[src/verilog/wsm_cfg.svh]
`ifndef WSM_CFG_SVH
`define WSM_CFG_SVH

// device clock rate in Hz (250 MHz)
`define WSM_CLK_HZ      250000000

// function codes
`define WSM_FN_READ     8'h03
`define WSM_FN_WRITE    8'h06

// register offsets
`define WSM_REG_SPEED   16'h0000
`define WSM_REG_ADDR    16'h00A1
`define WSM_REG_BAUD    16'h00A2

// reset values
`define WSM_ADDR_RST    16'h0001
`define WSM_BAUD_RST    16'h0001

// frame layout
`define WSM_QTY_ONE     16'h0001
`define WSM_BYTE_CNT    8'h02
`define WSM_REQ_LEN     4'h8
`define WSM_RD_LEN      4'h7
`define WSM_IDX_OVER    4'h9
`define WSM_BUF_DEPTH   8

// crc16, reflected polynomial
`define WSM_CRC_INIT    16'hFFFF
`define WSM_CRC_POLY    16'hA001

// accepted write values
`define WSM_ADDR_MAX    16'h00F7
`define WSM_CODE_MAX    16'h0005

// bit rates in baud, per code 0..5
`define WSM_BAUD0       4800
`define WSM_BAUD1       9600
`define WSM_BAUD2       19200
`define WSM_BAUD3       38400
`define WSM_BAUD4       56000
`define WSM_BAUD5       115200

// idle gap: 3.5 characters of 10 bit times each
`define WSM_GAP_BITS    32'd35

`endif

[src/verilog/wsm_pkg.sv]
package wsm_pkg;

  typedef enum logic [2:0] {
    ST_IDLE, ST_RX, ST_CHECK, ST_LOAD, ST_SEND, ST_WAIT, ST_COMMIT
  } wsm_state_e;

  // request fields caught while the frame arrives
  typedef struct packed {
    logic [7:0]  addr;
    logic [7:0]  func;
    logic [15:0] reg_addr;
    logic [15:0] value;
  } wsm_req_s;

endpackage

[src/verilog/wsm_frame_buf.sv]
`timescale 1ns/1ps
`include "wsm_cfg.svh"

module wsm_frame_buf (
  input  wire logic       core_clk_i,
  input  wire logic       we_i,
  input  wire logic [2:0] waddr_i,
  input  wire logic [7:0] wdata_i,
  input  wire logic [2:0] raddr_i,
  output logic      [7:0] rdata_o
);

  logic [7:0] mem_q [`WSM_BUF_DEPTH];

  // write port, registered read port
  always_ff @(posedge core_clk_i) begin
    if (we_i) begin
      mem_q[waddr_i] <= wdata_i;
    end
    rdata_o <= mem_q[raddr_i];
  end

endmodule

[src/verilog/wsm_modbus_slave.sv]
`timescale 1ns/1ps
`include "wsm_cfg.svh"

module wsm_modbus_slave
  import wsm_pkg::*;
#(
  parameter int unsigned CLK_HZ_P = `WSM_CLK_HZ
) (
  input  wire logic        core_clk_i,
  input  wire logic        reset_n_i,
  input  wire logic        line_i,
  input  wire logic [15:0] wind_speed_i,
  output logic             line_o,
  output logic             line_oe_n_o,
  output logic      [15:0] slave_addr_o,
  output logic      [15:0] bit_rate_code_o
);

  // one crc16 step over a byte, lsb first
  function automatic logic [15:0] crc_byte(input logic [15:0] crc, input logic [7:0] b);
    logic [15:0] c;
    c = crc ^ {8'h00, b};
    for (int i = 0; i < 8; i++) begin
      c = c[0] ? ((c >> 1) ^ `WSM_CRC_POLY) : (c >> 1);
    end
    return c;
  endfunction

  // clock cycles per bit for a rate code
  function automatic logic [31:0] baud_div(input logic [15:0] code);
    logic [31:0] d;
    unique case (code)
      16'h0000: d = CLK_HZ_P / `WSM_BAUD0;
      16'h0002: d = CLK_HZ_P / `WSM_BAUD2;
      16'h0003: d = CLK_HZ_P / `WSM_BAUD3;
      16'h0004: d = CLK_HZ_P / `WSM_BAUD4;
      16'h0005: d = CLK_HZ_P / `WSM_BAUD5;
      default:  d = CLK_HZ_P / `WSM_BAUD1;
    endcase
    return d;
  endfunction

  wsm_state_e  state_q, state_d;
  wsm_req_s    req_q;
  logic [15:0] addr_q, code_q, crc_q, tcrc_q, speed_q;
  logic [31:0] div_q, gap_q, rx_cnt_q, tx_cnt_q;
  logic [3:0]  rx_bit_q, tx_bit_q, rx_idx_q, tx_idx_q;
  logic [7:0]  rx_sh_q;
  logic [9:0]  tx_sh_q;
  logic        rx_busy_q, rx_stb_q, bad_q, tx_busy_q, echo_q, line_q, oe_n_q;
  logic [7:0]  mem_rdata;

  // decode of the collected frame
  wire [31:0] gap_lim   = 32'(div_q * `WSM_GAP_BITS);
  wire        rx_en     = (state_q == ST_IDLE) || (state_q == ST_RX);
  wire        rx_tick   = rx_busy_q && (rx_cnt_q == 32'h0);
  wire        gap_end   = !rx_busy_q && line_i && (gap_q == gap_lim - 32'h1);
  wire        addr_hit  = ({8'h00, req_q.addr} == addr_q);
  wire        frame_ok  = (rx_idx_q == `WSM_REQ_LEN) && (crc_q == 16'h0000) && !bad_q && addr_hit;
  wire        is_read   = (req_q.func == `WSM_FN_READ) && (req_q.reg_addr == `WSM_REG_SPEED)
                          && (req_q.value == `WSM_QTY_ONE);
  wire        wr_addr   = (req_q.reg_addr == `WSM_REG_ADDR) && (req_q.value != 16'h0000)
                          && (req_q.value <= `WSM_ADDR_MAX);
  wire        wr_code   = (req_q.reg_addr == `WSM_REG_BAUD) && (req_q.value <= `WSM_CODE_MAX);
  wire        is_wr     = (req_q.func == `WSM_FN_WRITE) && (wr_addr || wr_code);
  wire        tx_done   = tx_busy_q && (tx_cnt_q == 32'h0) && (tx_bit_q == 4'h9);
  wire [3:0]  tx_len    = echo_q ? `WSM_REQ_LEN : `WSM_RD_LEN;
  wire        buf_we    = rx_stb_q && rx_en && (rx_idx_q < `WSM_REQ_LEN);

  // read reply bytes, data high byte first, crc low byte first
  wire [7:0]  rd_byte   = (tx_idx_q == 4'h0) ? addr_q[7:0]   :
                          (tx_idx_q == 4'h1) ? `WSM_FN_READ  :
                          (tx_idx_q == 4'h2) ? `WSM_BYTE_CNT :
                          (tx_idx_q == 4'h3) ? speed_q[15:8] :
                          (tx_idx_q == 4'h4) ? speed_q[7:0]  :
                          (tx_idx_q == 4'h5) ? tcrc_q[7:0]   :
                                               tcrc_q[15:8];
  wire [7:0]  tx_byte   = echo_q ? mem_rdata : rd_byte;

  // request bytes kept for the echo reply
  wsm_frame_buf u_buf (
    .core_clk_i (core_clk_i),
    .we_i       (buf_we),
    .waddr_i    (rx_idx_q[2:0]),
    .wdata_i    (rx_sh_q),
    .raddr_i    (tx_idx_q[2:0]),
    .rdata_o    (mem_rdata)
  );

  // frame sequencing
  always_comb begin
    state_d = state_q;
    unique case (state_q)
      ST_IDLE:   if (rx_stb_q) state_d = ST_RX;
      ST_RX:     if (gap_end) state_d = ST_CHECK;
      ST_CHECK:  state_d = (frame_ok && (is_read || is_wr)) ? ST_LOAD : ST_IDLE;
      ST_LOAD:   state_d = ST_SEND;
      ST_SEND:   state_d = ST_WAIT;
      ST_WAIT:   if (tx_done) state_d = (tx_idx_q == tx_len - 4'h1) ? ST_COMMIT : ST_LOAD;
      ST_COMMIT: state_d = ST_IDLE;
    endcase
  end

  always_ff @(posedge core_clk_i) begin
    if (!reset_n_i) state_q <= ST_IDLE;
    else            state_q <= state_d;
  end

  // register file: address and rate code apply once the echo is out
  always_ff @(posedge core_clk_i) begin
    if (!reset_n_i) begin
      addr_q <= `WSM_ADDR_RST;
      code_q <= `WSM_BAUD_RST;
      div_q  <= CLK_HZ_P / `WSM_BAUD1;
    end else begin
      div_q <= baud_div(code_q);
      if (state_q == ST_COMMIT && echo_q && wr_addr) addr_q <= req_q.value;
      if (state_q == ST_COMMIT && echo_q && wr_code) code_q <= req_q.value;
    end
  end

  // receiver: sample mid bit, 8N1
  always_ff @(posedge core_clk_i) begin
    rx_stb_q <= 1'b0;
    if (!reset_n_i) begin
      rx_busy_q <= 1'b0;
      rx_cnt_q  <= 32'h0;
      rx_bit_q  <= 4'h0;
      rx_sh_q   <= 8'h00;
    end else if (!rx_busy_q) begin
      if (!line_i && rx_en) begin
        rx_busy_q <= 1'b1;
        rx_cnt_q  <= div_q >> 1;
        rx_bit_q  <= 4'h0;
      end
    end else if (rx_cnt_q != 32'h0) begin
      rx_cnt_q <= rx_cnt_q - 32'h1;
    end else begin
      rx_cnt_q <= div_q - 32'h1;
      rx_bit_q <= rx_bit_q + 4'h1;
      if (rx_bit_q == 4'h0 && line_i) rx_busy_q <= 1'b0;       // glitch, not a start bit
      if (rx_bit_q != 4'h0 && rx_bit_q != 4'h9) rx_sh_q <= {line_i, rx_sh_q[7:1]};
      if (rx_bit_q == 4'h9) begin
        rx_busy_q <= 1'b0;
        rx_stb_q  <= 1'b1;
      end
    end
  end

  // idle gap timer, held at zero while a character is on the line
  always_ff @(posedge core_clk_i) begin
    if (!reset_n_i || rx_busy_q || !line_i) gap_q <= 32'h0;
    else if (gap_q < gap_lim)               gap_q <= gap_q + 32'h1;
  end

  // frame collection: crc, field capture, length and framing faults
  always_ff @(posedge core_clk_i) begin
    if (!reset_n_i || state_q == ST_CHECK) begin
      crc_q    <= `WSM_CRC_INIT;
      rx_idx_q <= 4'h0;
      bad_q    <= 1'b0;
    end else begin
      if (rx_tick && rx_bit_q == 4'h9 && !line_i && rx_en) bad_q <= 1'b1;
      if (rx_stb_q && rx_en) begin
        crc_q <= crc_byte(crc_q, rx_sh_q);
        if (rx_idx_q != `WSM_IDX_OVER) rx_idx_q <= rx_idx_q + 4'h1;
      end
    end
  end

  always_ff @(posedge core_clk_i) begin
    if (!reset_n_i) begin
      req_q <= '0;
    end else if (buf_we) begin
      unique case (rx_idx_q)
        4'h0:    req_q.addr            <= rx_sh_q;
        4'h1:    req_q.func            <= rx_sh_q;
        4'h2:    req_q.reg_addr[15:8]  <= rx_sh_q;
        4'h3:    req_q.reg_addr[7:0]   <= rx_sh_q;
        4'h4:    req_q.value[15:8]     <= rx_sh_q;
        4'h5:    req_q.value[7:0]      <= rx_sh_q;
        default: req_q.addr            <= req_q.addr;
      endcase
    end
  end

  // reply setup: reply kind, speed snapshot, outgoing crc
  always_ff @(posedge core_clk_i) begin
    if (!reset_n_i) begin
      echo_q   <= 1'b0;
      speed_q  <= 16'h0000;
      tcrc_q   <= `WSM_CRC_INIT;
      tx_idx_q <= 4'h0;
    end else if (state_q == ST_CHECK) begin
      echo_q   <= !is_read;
      speed_q  <= wind_speed_i;
      tcrc_q   <= `WSM_CRC_INIT;
      tx_idx_q <= 4'h0;
    end else begin
      if (state_q == ST_SEND && tx_idx_q < 4'h5) tcrc_q <= crc_byte(tcrc_q, tx_byte);
      if (state_q == ST_WAIT && tx_done) tx_idx_q <= tx_idx_q + 4'h1;
    end
  end

  // transmitter: start bit, 8 data lsb first, stop bit
  always_ff @(posedge core_clk_i) begin
    if (!reset_n_i) begin
      tx_busy_q <= 1'b0;
      tx_cnt_q  <= 32'h0;
      tx_bit_q  <= 4'h0;
      tx_sh_q   <= 10'h3FF;
      line_q    <= 1'b1;
    end else if (state_q == ST_SEND) begin
      tx_busy_q <= 1'b1;
      tx_cnt_q  <= div_q - 32'h1;
      tx_bit_q  <= 4'h0;
      tx_sh_q   <= {1'b1, tx_byte, 1'b0};
      line_q    <= 1'b0;
    end else if (tx_busy_q) begin
      if (tx_cnt_q != 32'h0) begin
        tx_cnt_q <= tx_cnt_q - 32'h1;
      end else begin
        tx_cnt_q  <= div_q - 32'h1;
        tx_bit_q  <= tx_bit_q + 4'h1;
        tx_sh_q   <= {1'b1, tx_sh_q[9:1]};
        line_q    <= (tx_bit_q == 4'h9) ? 1'b1 : tx_sh_q[1];
        tx_busy_q <= (tx_bit_q != 4'h9);
      end
    end
  end

  // driver enable, low across the whole reply
  always_ff @(posedge core_clk_i) begin
    if (!reset_n_i) oe_n_q <= 1'b1;
    else oe_n_q <= !(state_d == ST_LOAD || state_d == ST_SEND || state_d == ST_WAIT);
  end

  assign line_o          = line_q;
  assign line_oe_n_o     = oe_n_q;
  assign slave_addr_o    = addr_q;
  assign bit_rate_code_o = code_q;
endmodule

[config.mk]
export PLATFORM = sky130hd
export DESIGN_NAME = wsm_modbus_slave
export DESIGN_NICKNAME = d
export VERILOG_FILES = /design/src/verilog/wsm_pkg.sv /design/src/verilog/wsm_frame_buf.sv /design/src/verilog/wsm_modbus_slave.sv
export VERILOG_INCLUDE_DIRS = /design/src /design/src/verilog
export SDC_FILE = /design/constraint.sdc
export NUM_CORES = 1
export LEC_CHECK = 0
export BUFFER_PORTS_ARGS = -buffer_cell sky130_fd_sc_hd__buf_2
export CORE_MARGIN = 2
export CORE_UTILIZATION = 52
export CTS_CLUSTER_DIAMETER = 150
export DETAILED_ROUTE_END_ITERATION = 8
export GPL_TIMING_DRIVEN = 1
export PLACE_DENSITY = 0.78
export SYNTH_ARGS = -nofsm -noshare
export SYNTH_HDL_FRONTEND = slang
export SYNTH_HIERARCHICAL = 1
export SYNTH_SLANG_ARGS = --single-unit
[constraint.sdc]
create_clock -name core_clk_i -period 6.4 [get_ports core_clk_i]
set_input_delay 0 -clock core_clk_i [delete_from_list [all_inputs] [get_ports core_clk_i]]
set_output_delay 0 -clock core_clk_i [all_outputs]
set_load 0.005 [all_outputs]
==> impl_metrics.py <==
metrics = {
    "outcome": {
        "status": "finished clean",
    },
    "clock_network": {
        "clkTransAtPathRegs_ps": 60,
        "clock_latency_ps": 550,
        "cts_buffers": 37,
        "h-tree-depth": 2,
        "cts_sinks": 351,
        "tritoncts": "yes",
        "cts_buffer_depth": 3,
        "root_buffer": "clkbuf_16",
    },
    "floorplanning": {
        "dieArea_um2": 40180,
        "initial_utilization_pct": 53.03,
        "io_pins": 53,
        "rows": 71,
        "core_um2": 37840,
        "die_w_um": 200.5,
        "die_y_um": 200.5,
    },
    "grt": {
        "antenna_found_initial": 1,
        "grt_pass1_wl_mm": 83.19,
        "grt_max_degree": 104,
        "grt_util_all_layers_pct": 24.83,
        "grt_overflow": 0,
        "grt_pass1_vias": 16210,
    },
    "timing": {
        "tightestPinTransition_ps": 1245,
        "drv_slew": 0,
        "fin_crit_sh_pct": 92.32,
        "hold_viol_final": 0,
        "finalCriticalPeriod_ps": 5908,
        "tns_ps": 0,
        "finalSetupViolCount": 0,
        "skew_ps": 28.48,
        "max_freq_mhz": 169.3,
        "worst_slew_margin_rel_pct": 16.37,
        "rsz0062_at_grt": "no",
    },
    "worst_setup_path": {
        "cp.arrival_ps": 6280,
        "cp-end-kind": "register",
        "crit_start": "div_q[6]",
        "worstPathCellList": "inv_1 -> ha_1 -> ha_1 -> inv_1 -> fa_1 -> inv_1 -> ha_1 -> a21oi_1 -> o311ai_2 -> a21oi_1 -> xor2_4 -> ha_1 -> nor2b_1 -> o21ai_0 -> nor4bb_1 -> o2111ai_2 -> buf_4 -> a21oi_1 -> a21bo_2 -> a21oi_1",
        "rr_startpoint": "div_q[6]",
        "critical_path_required_ps": 6770,
        "cp-start-kind": "register",
        "critPathKind": "reg2reg",
        "slowest_delay_ps": 540,
        "critPathMaxFanout": 13,
        "slowest_stage": "fa_1",
        "rrSetupSlack_ps": 490,
        "cp_top_family": "compound AO/OA/AOI/OAI gates",
        "cp.buffers_inverters": 4,
    },
    "synthesis": {
        "async_reset_ff_share_pct": 0,
        "syn_area_um2": 20070,
        "ys_seq_elements": 351,
        "synth-edff-count": 64,
        "synth.avg_cell_area_um2": 8.948,
        "synth.distinct_cells": 101,
        "syn_nets": 2379,
        "synth_flop_cell": "dfxtp_1",
        "yosys_warnings": 6,
        "ys_seq_area_share_pct": 38.20,
        "synth_cells": 2243,
    },
    "drt": {
        "drcViolationCount": 0,
        "drtIter0Drc": 1398,
        "dr.pass1.iters": 5,
        "vias": 16830,
        "wl_per_cell_um": 18.38,
        "routed_wl_mm": 51.31,
        "final_antenna_net_count": 0,
        "viasPerCell": 6.030,
    },
    "layout": {
        "fin_nets": 2389,
        "drive_gt1_share_pct": 8.728,
        "fillers": 3241,
        "final_cell_mix": "dfxtp_1, nand2_1, nor2_1",
        "multi_input_area_um2": 11410,
        "final_common_cell": "dfxtp_1",
        "ff_latch_area_um2": 7667,
        "final_cells": 2791,
        "syn2layout_area_growth_pct": 9.619,
        "antennaDiodeCount": 0,
    },
    "power": {
        "pwr-share-comb_pct": 4.7,
        "max-vdd-ir-drop_v": 0.0002374,
        "p_sw_share_pct": 22.95,
        "p_sw_mw": 1.049,
        "power_density_nw_per_um2": 207.8,
        "power_leakage_nw": 8.828,
        "clockPowerShare_pct": 45.6,
        "seq_power_share_pct": 49.7,
        "intPower_mw": 3.522,
    },
    "run": {
        "drv_cap": 0,
    },
    "placed_design": {
        "portBuffers": 52,
        "hpwlAfterDp_mm": 35.99,
        "post-place-cells": 2707,
        "gp_congestion": 0.8943,
    },
    "worst_hold_path": {
        "hold_start": "reset_n_i",
        "hp-class": "in2reg",
    },
}
==> power by group through the flow <==
stage	combinational, mW	clock, mW	sequential (mW)
after detailed placement	0.201	0	2.32
final	0.213	2.09	2.27
after CTS	0.209	2.11	2.27
after floorplan	0.153	0	2.31
after global routing	0.237	2.20	2.27
after global placement	0.195	0	2.32
==> stage by stage <==
step	utilization, %	cell area, um^2	hold slack [ps]	power [mW]	setup slack, ps
detailed placement	54.52	20630	261.5	2.520	464.7
global placement	54.52	20630	258.1	2.514	657.0
floorplan	-	20070	144.9	2.467	936.7
CTS	58.09	21980	48.43	4.592	411.2
global route	58.13	22000	102.5	4.710	37.17
finish	58.13	22000	42.62	4.571	491.6
==> timing repair <==
action	in CTS	in global routing
hold endpoints to repair	17	0
buffers inserted	0	0
endpoints found under the setup margin	0	15
hold buffers	17	0
resized for setup	0	3
==> path summary, 6_finish.rpt <==
path,end,cells after the start
min reg2reg,req_q[39],2
min,bit_rate_code_o[0],2
max,gap_q[6],20
max reg2reg,gap_q[6],20
==> cell usage after synthesis, types with 62 or more instances <==
cell / count / area share (%)
dfxtp_1: 287 / 29
edfxtp_1: 64 / 9.6
ha_1: 105 / 6.5
a21oi_1: 108 / 2.7
nor2_1: 146 / 2.7
inv_1: 129 / 2.4
nand2_1: 250 / 4.7
xnor2_1: 103 / 4.5
clkbuf_1: 107 / 2.0
o21ai_0: 109 / 2.7
a21boi_0: 62 / 2.3
nand3_1: 87 / 2.2
==> flip-flops by register name, summed over array words and instances, names as in the netlist, 13 cells and up <==
signal,count
u_buf/mem_q,64
rx_cnt_q,32
bit_rate_code_o,16
req_q,48
crc_q,16
tx_cnt_q,32
slave_addr_o,16
speed_q,16
div_q,13
tcrc_q,16
gap_q,32
==> logic make-up (layout without fill, tap and decap cells) <==
family	count (synthesis)	in the layout	synth area share, %
DFF	351	351	38.20
buffers and inverters	252	289	5.075
and+or+nand+nor	803	803	20.03
xor gates and xnor gates	145	145	6.677
AOI/OAI and AO/OA	497	497	17.05
muxes	78	78	5.224
adders and majority gates	117	117	7.743
==> per-layer routing <==
metal  vias to the layer above  global-route usage, %  wire length, um
li1                       8052                      -                -
met1                      8075                  32.50            22120
met2                       578                  42.73            24610
met3                       124                  3.149             3139
met4                         2                  7.857             1430
met5                         -                      0               10
==> cell type report <==
class / instances / share of cell area [%]
clock buffer: 54 / 4.732
clock inverter: 12 / 0.6370
inverter: 130 / 2.218
multi-input combinational: 1640 / 51.88
sequential: 351 / 34.85
tap: 511 / 2.906
timing repair buffer: 93 / 2.775
Note: power is estimated with default switching activity, not from simulation.
